File: config.mk
export PLATFORM = sky130hd
export DESIGN_NAME = image_device_end_flat
export DESIGN_NICKNAME = d
export VERILOG_FILES = /design/src/shared/ssi_image_pkg.sv /design/src/shared/ssi_image_if.sv /design/src/rtl/image_device_end.sv /design/src/flat_wrapper.sv
export VERILOG_INCLUDE_DIRS = /design/src /design/src/shared
export SDC_FILE = /design/constraint.sdc
export NUM_CORES = 1
export LEC_CHECK = 0
export ABC_AREA = 1
export BUFFER_PORTS_ARGS = -buffer_cell sky130_fd_sc_hd__buf_2
export CORE_UTILIZATION = 52
export DETAILED_ROUTE_END_ITERATION = 7
export PLACE_DENSITY = 0.78
export SLEW_MARGIN = 20
export SYNTH_ARGS = -nofsm -noshare
export SYNTH_HDL_FRONTEND = slang
export SYNTH_SLANG_ARGS = --single-unit
File: constraint.sdc
create_clock -name sys_clk_i -period 2.2 [get_ports sys_clk_i]
set_input_delay 0 -clock sys_clk_i [delete_from_list [all_inputs] [get_ports sys_clk_i]]
set_output_delay 0 -clock sys_clk_i [all_outputs]
set_load 0.02 [all_outputs]
File: src/shared/ssi_image_map.svh
// Offsets, field positions, reset values and timing counts of the
// encoder process image and of the controller's software registers.
// Assumes inclusion by bare name from both ends and the bench.
`ifndef SSI_IMAGE_MAP_SVH
`define SSI_IMAGE_MAP_SVH

// ----------------------------------------------------------------------
// Process image offsets (byte addresses within the two consistent words)
// ----------------------------------------------------------------------
`define IMG_POSITION_OFS 8'h00
`define IMG_STATUS_OFS 8'h04
`define IMG_LOADFLAGS_OFS 8'h05
`define IMG_SPARE_OFS 8'h06

// ----------------------------------------------------------------------
// Feedback word 0 and word 1 field positions
// ----------------------------------------------------------------------
`define FB_FROZEN_BIT 31
`define FB_HEARTBEAT_BIT 7
`define FB_READY_BIT 6
`define FB_CONFIG_FAULT_BIT 5
`define FB_FRAME_FAULT_BIT 4
`define FB_SUPPLY_FAULT_BIT 3
`define FB_INPUT_LEVEL_BIT 2
`define FB_DOWN_BIT 1
`define FB_UP_BIT 0
`define FB_HIT_TWO_BIT 11
`define FB_HIT_ONE_BIT 10
`define FB_LOAD_ERROR_BIT 9
`define FB_LOAD_BUSY_BIT 8

// ----------------------------------------------------------------------
// Control word 1 field positions
// ----------------------------------------------------------------------
`define CTL_FAULT_ACK_BIT 7
`define CTL_LATCH_ACK_BIT 6
`define CTL_LOAD_TWO_BIT 1
`define CTL_LOAD_ONE_BIT 0
`define CTL_USED_MASK 32'h0000_00C3

// ----------------------------------------------------------------------
// Controller software registers on APB
// ----------------------------------------------------------------------
`define REG_CMP_VALUE 8'h00
`define REG_CONTROL 8'h04
`define REG_FB_POSITION 8'h08
`define REG_FB_STATUS 8'h0C
`define REG_FB_COUNT 8'h10

// ----------------------------------------------------------------------
// Reset values and timing
// ----------------------------------------------------------------------
`define WORD_RESET 32'h0000_0000
`define CLK_PERIOD_NS 40
`define CYCLE_TIME_NS 500000
`define CYCLE_CLKS_DEFAULT (`CYCLE_TIME_NS / `CLK_PERIOD_NS)

`endif

File: src/shared/ssi_image_pkg.sv
// Types shared by the device end and the controller end of the
// encoder process image. Assumes the map header is on the include path.
package ssi_image_pkg;

    // ------------------------------------------------------------------
    // Load handshake states
    // ------------------------------------------------------------------
    typedef enum logic [2:0]
    {
        LD_IDLE = 3'b001,
        LD_BUSY = 3'b010,
        LD_ERR = 3'b100
    } load_state_t;

    typedef logic [23:0] cycle_cnt_t;

    // ------------------------------------------------------------------
    // Device end state
    // ------------------------------------------------------------------
    typedef struct packed
    {
        logic [1:0] aux_sync;
        logic [1:0] short_sync;
        cycle_cnt_t tick_cnt;
        logic [5:0] red_cnt;
        logic [30:0] pos;
        logic frozen;
        logic heartbeat_toggle;
        logic moving_up_flag;
        logic moving_down_flag;
        logic config_fault;
        logic params_seen;
        logic ready;
        logic encoder_frame_fault;
        logic supply_short_fault;
        logic [31:0] cmp_one;
        logic [31:0] cmp_two;
        logic compare_one_hit;
        logic compare_two_hit;
        load_state_t ld;
        logic load_error;
        logic value_load_busy;
        logic latch_ack;
        logic [31:0] fb_lo;
        logic [31:0] fb_hi;
        logic fb_valid;
    } dev_state_t;

    // ------------------------------------------------------------------
    // Controller end state
    // ------------------------------------------------------------------
    typedef struct packed
    {
        logic [31:0] stage_val;
        logic [31:0] ctl_lo;
        logic [31:0] ctl_hi;
        logic [31:0] fb_lo;
        logic [31:0] fb_hi;
        logic [7:0] fb_cnt;
        logic [31:0] prdata;
        logic pready;
        logic pslverr;
    } mst_state_t;

endpackage

File: src/shared/ssi_image_if.sv
// Cyclic process image between the encoder module and its controller.
// Assumes both ends run on the same clock; each word is one consistent
// unit and a feedback update is marked by a one-cycle strobe.
`timescale 1ns/1ns
`default_nettype none
interface ssi_image_if;
    logic [31:0] fb_lo;
    logic [31:0] fb_hi;
    logic fb_valid;
    logic [31:0] ctl_lo;
    logic [31:0] ctl_hi;

    modport device
    (
        output fb_lo,
        output fb_hi,
        output fb_valid,
        input ctl_lo,
        input ctl_hi
    );

    modport master
    (
        input fb_lo,
        input fb_hi,
        input fb_valid,
        output ctl_lo,
        output ctl_hi
    );
endinterface
`default_nettype wire

File: src/rtl/image_device_end.sv
// Device end of the encoder process image: builds the feedback words once
// per processing cycle and acts on the control words.
// Assumes encoder results come from same-clock receiver logic; the two
// pins aux_input_pin_i and supply_short_i are asynchronous.
//
// Notes on behaviour
// - Each feedback word changes whole, never partly.
// - Word 0 is position; bit 31 marks frozen.
// - Byte 4 holds heartbeat, ready, faults, input, direction.
// - Byte 5 holds hits, load error, busy; rest zero.
// - Controller writes comparison value into control word 0.
// - Control byte 4: ack, latch ack, two loads.
// - Load request copies control word into comparator.
// - Both loads together are refused, error flagged.
// - Busy flag answers load requests as handshake.
// - Hit flags follow current comparator results.
// - Supply fault clears after short gone plus ack.
// - Faulty encoder frames raise frame fault flag.
// - Frame fault holds until cause gone plus ack.
// - Bad step count sets config fault; valid clears.
// - Heartbeat toggles per real read-in, isochronous only.
// - Down flag on decreasing position, wrap included.
// - Auxiliary pin level mirrored into status bit.
// - Ready only with good parameters while running.
// - Reduction n reads encoder every n-th cycle, isochronous only.
`timescale 1ns/1ns
`default_nettype none
`include "ssi_image_map.svh"
module image_device_end
    import ssi_image_pkg::*;
#(
    parameter int CYCLE_CLKS = `CYCLE_CLKS_DEFAULT
)
(
    input wire logic sys_clk_i,
    input wire logic nrst_i,
    ssi_image_if.device img,
    input wire logic [30:0] enc_value_i,
    input wire logic enc_frozen_i,
    input wire logic enc_frame_fault_i,
    input wire logic supply_short_i,
    input wire logic aux_input_pin_i,
    input wire logic iso_mode_i,
    input wire logic heartbeat_enable_i,
    input wire logic [5:0] reduction_i,
    input wire logic param_load_i,
    input wire logic [31:0] param_steps_i,
    input wire logic [31:0] param_steps_max_i,
    input wire logic run_i,
    output logic compare_one_hit_o,
    output logic compare_two_hit_o,
    output logic latch_ack_o,
    output logic ready_o
);

    // ------------------------------------------------------------------
    // State
    // ------------------------------------------------------------------
    localparam dev_state_t DEV_RESET = '{ld: LD_IDLE, default: '0};

    dev_state_t s_r;
    dev_state_t s_nxt;
    logic tick;
    logic read_in;
    logic req_one;
    logic req_two;
    logic fault_ack;
    logic [30:0] diff;
    logic [31:0] word_hi;

    // ------------------------------------------------------------------
    // Next state
    // ------------------------------------------------------------------
    always_comb
    begin
        s_nxt = s_r;
        s_nxt.fb_valid = 1'b0;
        read_in = 1'b0;
        diff = '0;
        word_hi = `WORD_RESET;
        req_one = img.ctl_hi[`CTL_LOAD_ONE_BIT];
        req_two = img.ctl_hi[`CTL_LOAD_TWO_BIT];
        fault_ack = img.ctl_hi[`CTL_FAULT_ACK_BIT];
        tick = (s_r.tick_cnt == cycle_cnt_t'(CYCLE_CLKS - 1));

        // The first stage feeds only the second one.
        s_nxt.aux_sync = {s_r.aux_sync[0], aux_input_pin_i};
        s_nxt.short_sync = {s_r.short_sync[0], supply_short_i};

        // Set wins over acknowledge, so a live cause is never lost.
        s_nxt.supply_short_fault = s_r.short_sync[1]
            | (s_r.supply_short_fault & ~fault_ack);
        s_nxt.encoder_frame_fault = enc_frame_fault_i
            | (s_r.encoder_frame_fault & ~fault_ack);

        if (param_load_i)
        begin
            s_nxt.params_seen = 1'b1;
            s_nxt.config_fault = (param_steps_i == 32'h0000_0000)
                || (param_steps_i > param_steps_max_i);
        end
        s_nxt.ready = s_r.params_seen & ~s_r.config_fault & run_i;
        s_nxt.latch_ack = img.ctl_hi[`CTL_LATCH_ACK_BIT];

        s_nxt.compare_one_hit = {1'b0, s_r.pos} >= s_r.cmp_one;
        s_nxt.compare_two_hit = {1'b0, s_r.pos} >= s_r.cmp_two;

        if (tick)
        begin
            s_nxt.tick_cnt = '0;
        end
        else
        begin
            s_nxt.tick_cnt = s_r.tick_cnt + cycle_cnt_t'(1);
        end

        if (tick)
        begin
            // Reduction only applies in isochronous mode.
            if (iso_mode_i && reduction_i > 6'h01)
            begin
                if (s_r.red_cnt == 6'h00)
                begin
                    read_in = 1'b1;
                    s_nxt.red_cnt = reduction_i - 6'h01;
                end
                else
                begin
                    s_nxt.red_cnt = s_r.red_cnt - 6'h01;
                end
            end
            else
            begin
                read_in = 1'b1;
                s_nxt.red_cnt = 6'h00;
            end

            if (read_in)
            begin
                // Modular difference keeps the sense across a wrap.
                diff = enc_value_i - s_r.pos;
                if (diff != 31'h0000_0000)
                begin
                    s_nxt.moving_up_flag = ~diff[30];
                    s_nxt.moving_down_flag = diff[30];
                end
                s_nxt.pos = enc_value_i;
                s_nxt.frozen = enc_frozen_i;
                if (iso_mode_i && heartbeat_enable_i)
                begin
                    s_nxt.heartbeat_toggle = ~s_r.heartbeat_toggle;
                end
            end
            if (!(iso_mode_i && heartbeat_enable_i))
            begin
                s_nxt.heartbeat_toggle = 1'b0;
            end

            // Load requests and the comparison value are sampled once per processing cycle.
            case (s_r.ld)
                LD_IDLE:
                begin
                    if (req_one && req_two)
                    begin
                        s_nxt.ld = LD_ERR;
                        s_nxt.load_error = 1'b1;
                    end
                    else if (req_one || req_two)
                    begin
                        if (req_one)
                        begin
                            s_nxt.cmp_one = img.ctl_lo;
                        end
                        else
                        begin
                            s_nxt.cmp_two = img.ctl_lo;
                        end
                        s_nxt.ld = LD_BUSY;
                        s_nxt.value_load_busy = 1'b1;
                    end
                end
                LD_BUSY:
                begin
                    if (!req_one && !req_two)
                    begin
                        s_nxt.ld = LD_IDLE;
                        s_nxt.value_load_busy = 1'b0;
                    end
                end
                LD_ERR:
                begin
                    if (!(req_one && req_two))
                    begin
                        s_nxt.ld = LD_IDLE;
                        s_nxt.load_error = 1'b0;
                    end
                end
                default:
                begin
                    s_nxt.ld = LD_IDLE;
                end
            endcase

            // Both words are built from registered state in one edge.
            word_hi[`FB_HEARTBEAT_BIT] = s_r.heartbeat_toggle;
            word_hi[`FB_READY_BIT] = s_r.ready;
            word_hi[`FB_CONFIG_FAULT_BIT] = s_r.config_fault;
            word_hi[`FB_FRAME_FAULT_BIT] = s_r.encoder_frame_fault;
            word_hi[`FB_SUPPLY_FAULT_BIT] = s_r.supply_short_fault;
            word_hi[`FB_INPUT_LEVEL_BIT] = s_r.aux_sync[1];
            word_hi[`FB_DOWN_BIT] = s_r.moving_down_flag;
            word_hi[`FB_UP_BIT] = s_r.moving_up_flag;
            word_hi[`FB_HIT_TWO_BIT] = s_r.compare_two_hit;
            word_hi[`FB_HIT_ONE_BIT] = s_r.compare_one_hit;
            word_hi[`FB_LOAD_ERROR_BIT] = s_r.load_error;
            word_hi[`FB_LOAD_BUSY_BIT] = s_r.value_load_busy;
            s_nxt.fb_hi = word_hi;
            s_nxt.fb_lo = {s_r.frozen, s_r.pos};
            s_nxt.fb_valid = 1'b1;
        end
    end

    // ------------------------------------------------------------------
    // Registers
    // ------------------------------------------------------------------
    always_ff @(posedge sys_clk_i or negedge nrst_i)
    begin
        if (!nrst_i)
        begin
            s_r <= DEV_RESET;
        end
        else
        begin
            s_r <= s_nxt;
        end
    end

    // ------------------------------------------------------------------
    // Outputs
    // ------------------------------------------------------------------
    assign img.fb_lo = s_r.fb_lo;
    assign img.fb_hi = s_r.fb_hi;
    assign img.fb_valid = s_r.fb_valid;
    assign compare_one_hit_o = s_r.compare_one_hit;
    assign compare_two_hit_o = s_r.compare_two_hit;
    assign latch_ack_o = s_r.latch_ack;
    assign ready_o = s_r.ready;

endmodule
`default_nettype wire

File: src/flat_wrapper.sv
// flat-port wrapper written by rule: the top's interface ports become plain ports
module image_device_end_flat import ssi_image_pkg::*;
#(
    parameter int CYCLE_CLKS = `CYCLE_CLKS_DEFAULT
)
  (sys_clk_i, nrst_i, enc_value_i, enc_frozen_i, enc_frame_fault_i, supply_short_i, aux_input_pin_i, iso_mode_i, heartbeat_enable_i, reduction_i, param_load_i, param_steps_i, param_steps_max_i, run_i, compare_one_hit_o, compare_two_hit_o, latch_ack_o, ready_o, img_fb_lo, img_fb_hi, img_fb_valid, img_ctl_lo, img_ctl_hi);
  ssi_image_if img_i ();
  input wire logic sys_clk_i;
  input wire logic nrst_i;
  input wire logic [30:0] enc_value_i;
  input wire logic enc_frozen_i;
  input wire logic enc_frame_fault_i;
  input wire logic supply_short_i;
  input wire logic aux_input_pin_i;
  input wire logic iso_mode_i;
  input wire logic heartbeat_enable_i;
  input wire logic [5:0] reduction_i;
  input wire logic param_load_i;
  input wire logic [31:0] param_steps_i;
  input wire logic [31:0] param_steps_max_i;
  input wire logic run_i;
  output logic compare_one_hit_o;
  output logic compare_two_hit_o;
  output logic latch_ack_o;
  output logic ready_o;
  output wire logic [$bits(img_i.fb_lo)-1:0] img_fb_lo;
  output wire logic [$bits(img_i.fb_hi)-1:0] img_fb_hi;
  output wire logic [$bits(img_i.fb_valid)-1:0] img_fb_valid;
  input wire logic [$bits(img_i.ctl_lo)-1:0] img_ctl_lo;
  input wire logic [$bits(img_i.ctl_hi)-1:0] img_ctl_hi;
  assign img_fb_lo = img_i.fb_lo;
  assign img_fb_hi = img_i.fb_hi;
  assign img_fb_valid = img_i.fb_valid;
  assign img_i.ctl_lo = img_ctl_lo;
  assign img_i.ctl_hi = img_ctl_hi;
  image_device_end #(.CYCLE_CLKS(CYCLE_CLKS)) u_core (.sys_clk_i(sys_clk_i), .nrst_i(nrst_i), .img(img_i), .enc_value_i(enc_value_i), .enc_frozen_i(enc_frozen_i), .enc_frame_fault_i(enc_frame_fault_i), .supply_short_i(supply_short_i), .aux_input_pin_i(aux_input_pin_i), .iso_mode_i(iso_mode_i), .heartbeat_enable_i(heartbeat_enable_i), .reduction_i(reduction_i), .param_load_i(param_load_i), .param_steps_i(param_steps_i), .param_steps_max_i(param_steps_max_i), .run_i(run_i), .compare_one_hit_o(compare_one_hit_o), .compare_two_hit_o(compare_two_hit_o), .latch_ack_o(latch_ack_o), .ready_o(ready_o));
endmodule
Word level (Yosys, flattened, before mapping)

Index checks and enable logic that the tools add are counted.

Bits in registers: 191
Output and inout port bits: 69
Logic and storage cells: 98

$add $sub $neg: 4
$lt $le $gt $ge: 4
Equality and inequality tests: 11
Mux-type cells: 21
Bitwise operators: 12
Reductions and logical operators: 21

Operator list:

| kind                    | count |
|---|---|
| $ge A31 B32 Y1          | 2 |
| $gt A32 B32 Y1          | 1 |
| $logic_not A32 Y1       | 1 |
| $reduce_bool A31 Y1     | 1 |
| $sub A31 B31 Y31        | 1 |
| $add A24 B1 Y24 const B | 1 |
| $eq A24 B14 Y1 const B  | 1 |
| $mux W24                | 1 |
| $reduce_and A5 Y1       | 3 |
| $mux W3                 | 4 |
| $mux W6                 | 2 |
| $sub A6 B1 Y6 const B   | 2 |
| $mux W1                 | 9 |
| $pmux W3 S3             | 1 |
| $reduce_and A4 Y1       | 2 |
| $gt A6 B1 Y1 const B    | 1 |
| $logic_not A6 Y1        | 1 |
| $ne A2 B1 Y1 const B    | 3 |
| $ne A2 B2 Y1 const B    | 3 |
| $not A1 Y1              | 6 |
| $and A1 B1 Y1           | 4 |
| $logic_and A1 B1 Y1     | 4 |
| $mux W4                 | 1 |
| $pmux W1 S2             | 2 |
| other kinds (11)        | 16 |

Logic depth before layout (Yosys ltp)

Depth in word-level cells: 6
Mapped depth: 20
Mapped depth without buffers: 20

Least setup slack after synthesis

OpenSTA, ideal clock, no wires.

Path type: register to register
Start point: register u_core.s_r[146] (netlist bit)
End point: register u_core.s_r[142] (netlist bit)
Library setup time: 65 ps
Data arrival time: 2,163 ps
Slack: -28 ps
Stages on the path, launching flop included: 20
Path buffers: 0
Cell sequence: dfrtp_1 ha_1 fa_1 inv_1 nand3_1 nand2_2 nand2_1 nand2_1 nand2_1 nand2_1 nand2_1 nand2_1 nand2_1 nand2_1 nand3_1 nor2_1 nand3_1 nand3_1 nand2_1 nand2_1

Cells in the longest elaborated chain, start to end: 3

Ends and longest elaborated chain:

| what                               | line                    | RTL |
|---|---|---|
| from (decl)                        | image_device_end.sv:61  | `dev_state_t s_r;` |
| from (signal assigned)             | image_device_end.sv:234 | `s_r <= s_nxt;` |
| $sub A31 B31 Y31 (*)               | image_device_end.sv:141 | `diff = enc_value_i - s_r.pos;` |
| $reduce_bool A31 Y1                | image_device_end.sv:142 | `if (diff != 31'h0000_0000)` |
| $reduce_and A3 Y1 (no source line) | -                       |  |

Mark *: on every way between the ends. The rest lies on a longest branch, timed or not.
A chain may end at the register's enable or synchronous reset.

Final worst setup path

Start point: register u_core.s_r[146] (netlist bit)
End point: register u_core.s_r[143] (netlist bit)

The elaborated chain is that of the path after synthesis.

==> flow_summary_export.csv <==
group,metric,value,unit
final_layout,fin_nets,2415,
clocking,h-tree-depth,4,
final_layout,multi_input_area,0.00716,mm^2
final_layout,seqCellArea,0.00478,mm^2
status,status,"finished with violations",
synth,ys_ff_latch,191,
synth,yosys_warnings,0,
grt,track_usage,25.3,%
power,p_leak,9.39,nW
worst_setup_path,worstSetupEndpointType,"register",
final_layout,final_cell_mix,"nand2_1, inv_1, buf_2",
sta,finalHoldViolCount,0,
routing,drt_wl_total,33100,um
worst_setup_path,r2r-start,"u_core.s_r[146]",
worst_setup_path,max_stage_delay,0.40,ns
worst_setup_path,worstSetupPathType,"reg2reg",
grt,first_global_vias,12000,
synth,netlist_instances,1780,
status,violations,"negative setup slack",
grt,antenna_found_initial,0,
synth,muxShareOfSynthArea,2.56,%
sta,slew_violations,0,
final_layout,syn_to_final_growth,28.2,%
worst_setup_path,worstReg2RegEnd,"u_core.s_r[143]",
grt,grt.met3_usage,3.75,%
final_layout,fin_cells,2447,
routing,vias_per_cell,4.97,
floorplanning,ios,244,
final_layout,nFillCells,1950,
synth,synth-simple-area-share,23.1,%
final_layout,drive_above_1_share,23.7,%
worst_setup_path,regToRegSetupSlack,-0.01,ns
sta,post-route-period-util,100,%
final_layout,final_common_cell,"nand2_1",
grt,grt_busiest_layer,"met2",
worst_setup_path,cp_max_fo,4,
power,pwr_density_cell,450,mW/mm^2
synth,synth_top_family_by_area,"simple AND/OR/NAND/NOR gates",
power,ir_drop,486,uV
worst_setup_path,cp_slowest_cell,"dfrtp_1",
grt,grt_max_degree,70,
power,fin_total_pwr,0.00763,W
placed_design,dp_slack,-0.172,ns
worst_setup_path,startpoint_type,"register",
final_layout,fin_util,68.8,%
placed_design,io_buffer_count,195,
grt,grtUsageMet2,44.5,%
routing,vias,12200,
clocking,clk_pin_slew,0.07,ns
worst_setup_path,reg2regPathDepth,18,
routing,wl_per_cell,13.5,um
sta,period_needed,2.21,ns
worst_setup_path,crit_chain,"ha_2 > fa_2 > inv_2 > nand3_2 > nand2_2 > nand2_1 > nand2_2 > nand2_2 > nand2_2 > nand2_2 > nand2_1 > nand2_1 > nand2_2 > nand3_1 > nor2_2 > nand3_2 > nand4_1 > nand2_1",
sta,final.setup.worst_slack,-0.0100,ns
placed_design,hpwl,24100,um
floorplanning,dieArea,0.0260,mm^2
worst_setup_path,cp_common_cell,"nand2_2",
synth,synthesis.area,0.0132,mm^2
worst_setup_path,arrival,2.54,ns
sta,setup_viol,2,
min_path,hold_path_class,"in2reg",
clocking,clock-sinks,191,
clocking,ctsRootBufferMaster,"clkbuf_16",
worst_setup_path,endpoint,"u_core.s_r[143]",
floorplanning,die_h,161,um
synth,synth_cell_types,51,
synth,synth_compound_area_share,9.51,%
flow_run,drv_cap,0,
grt,overflow,0,
worst_setup_path,worstPathRequired,2.53,ns
worst_setup_path,crit_path_start,"u_core.s_r[146]",
routing,drt_first_pass_iters,5,
sta,skew,0.0144,ns
sta,worstMarginPinSlew,0.562,ns
clocking,cts_max_path_buffers,2,
floorplanning,initial_core_util,53.7,%
synth,synth_area_per_cell,7.42,um^2
clocking,cts_tree,"built",
floorplanning,num_rows,57,
synth,synthAdderAreaFrac,12.4,%
final_layout,insertedDiodeCount,0,
sta,slew_headroom,62.5,%
routing,final_antenna_net_count,0,
grt,grt_pass1_wl,54000,um
clocking,clkLatencyLatePin,0.44,ns
sta,max_freq,452,MHz
floorplanning,die_width,161,um
clocking,cts_buffers,17,
floorplanning,fp.coreArea,0.0246,mm^2
grt,grtUsageMet1,32.0,%
placed_design,gp_congestion,0.923,
placed_design,dp.cells,2327,
synth,yosys.area_share.xor_xnor,1.33,%
routing,drc_errors,0,
sta,rsz0062_at_grt,"true",
routing,drt-initial-drc-count,733,
synth,ys_seq_area_share,36.2,%
[stage by stage]
stage	TNS [ns]	hold slack, ns	cell area, um^2
2_1_floorplan	0	-0.296	13300
3_3_place_gp	-0.149	0.0310	14900
3_5_place_dp	-0.332	0.0334	14900
4_1_cts	-0.243	0.0310	16300
5_1_grt	-0.555	0.0711	16900
6_report	-0.0191	0.0402	16900
[critical path: cells and delay by family, from the launching register on]
kind | cells | cell delay [ns]
DFF | 1 | 0.40
and+or+nand+nor | 15 | 1.08
buffers and inverters | 1 | 0.07
adders and majority gates | 2 | 0.54
[cell usage after synthesis, drive strengths merged]
cell type | instances | area, um^2
nand2 | 488 | 1850
inv | 367 | 1380
dfrtp | 190 | 4750
o21ai | 132 | 661
ha | 129 | 1610
nor2 | 98 | 400
buf | 76 | 541
a21oi | 67 | 335
nand3 | 65 | 373
mux2 | 30 | 338
nand4 | 26 | 169
xor2 | 16 | 140
clkbuf | 15 | 56.3
nor3 | 15 | 85.1
nor4 | 15 | 100
o211ai | 9 | 67.6
a211oi | 6 | 45.0
and2 | 5 | 31.3
xnor2 | 4 | 35.0
a31oi | 3 | 18.8
o21bai | 3 | 22.5
or2 | 3 | 18.8
and3 | 2 | 12.5
o21a | 2 | 15.0
o221ai | 2 | 17.5
o22ai | 2 | 12.5
a221o | 1 | 10.0
a221oi | 1 | 8.76
a22oi | 1 | 7.51
a32o | 1 | 10.0
conb | 1 | 3.75
dfstp | 1 | 26.3
fa | 1 | 20.0
o2111ai | 1 | 8.76
o31ai | 1 | 7.51
o32ai | 1 | 8.76
[layout make-up]
cell class,instances,share of cell area (%)
multi-input cells,1150,42.3
repair buffers,383,15.7
clock inverters,13,0.621
inverters,367,8.14
flip-flops and latches,191,28.2
clock buffers,19,2.62
well taps,324,2.39
[layer usage]
metal	wire length (um)	part of all wire (%)	vias to the layer above
met1	14600	44	5635
met2	16500	50	286
met4	744	2.3	0
met3	1230	3.7	68
li1	-	-	6164
met5	0	0	-
[sequential cells by signal, summed over array words and instances (netlist names), 2 cells and up]
register	cells
u_core.img.fb_lo	32
u_core.s_nxt	2
u_core.s_r	140
u_core.img.fb_hi	12
[where the power goes]
| group | leakage (nW) | switching, W | internal [W] |
|---|---|---|---|
| sequential | 2.58 | 0.00000477 | 0.00352 |
| combinational | 6.54 | 0.000624 | 0.000498 |
| clock | 0.268 | 0.00148 | 0.00151 |
[worst min-delay path by stage]
| stage | startpoint | to | slack, ns | cells after the start |
|---|---|---|---|---|
| 5_1_grt | param_steps_i[5] | u_core.s_r[141] | 0.07 | 6 |
| 3_5_place_dp | nrst_i | u_core.s_r[89] | 0.03 | 1 |
| 4_1_cts | param_steps_i[5] | u_core.s_r[141] | 0.03 | 6 |
| 3_3_place_gp | nrst_i | u_core.s_r[90] | 0.03 | 1 |
| 2_1_floorplan | nrst_i | u_core.compare_one_hit_o | -0.30 | 0 |
| 6_report | param_steps_i[5] | u_core.s_r[141] | 0.04 | 6 |
[cells by family after synthesis]
logic type / count (synthesis)
other: 1
muxes: 30
AOI/OAI and AO/OA: 233
xor gates and xnor gates: 20
buffers and inverters: 458
and+or+nand+nor: 717
DFF: 191
adders and majority gates: 130
[repair_timing]
action | 4_1_cts | 5_1_grt
endpoints found under the setup margin | 2 | 61
hold buffers | 79 | 0
buffers inserted | 4 | 5
resized for setup | 21 | 126
pin swaps | 5 | 17
endpoints found under the hold margin | 175 | 0
Note: power is estimated with default switching activity, not from simulation.
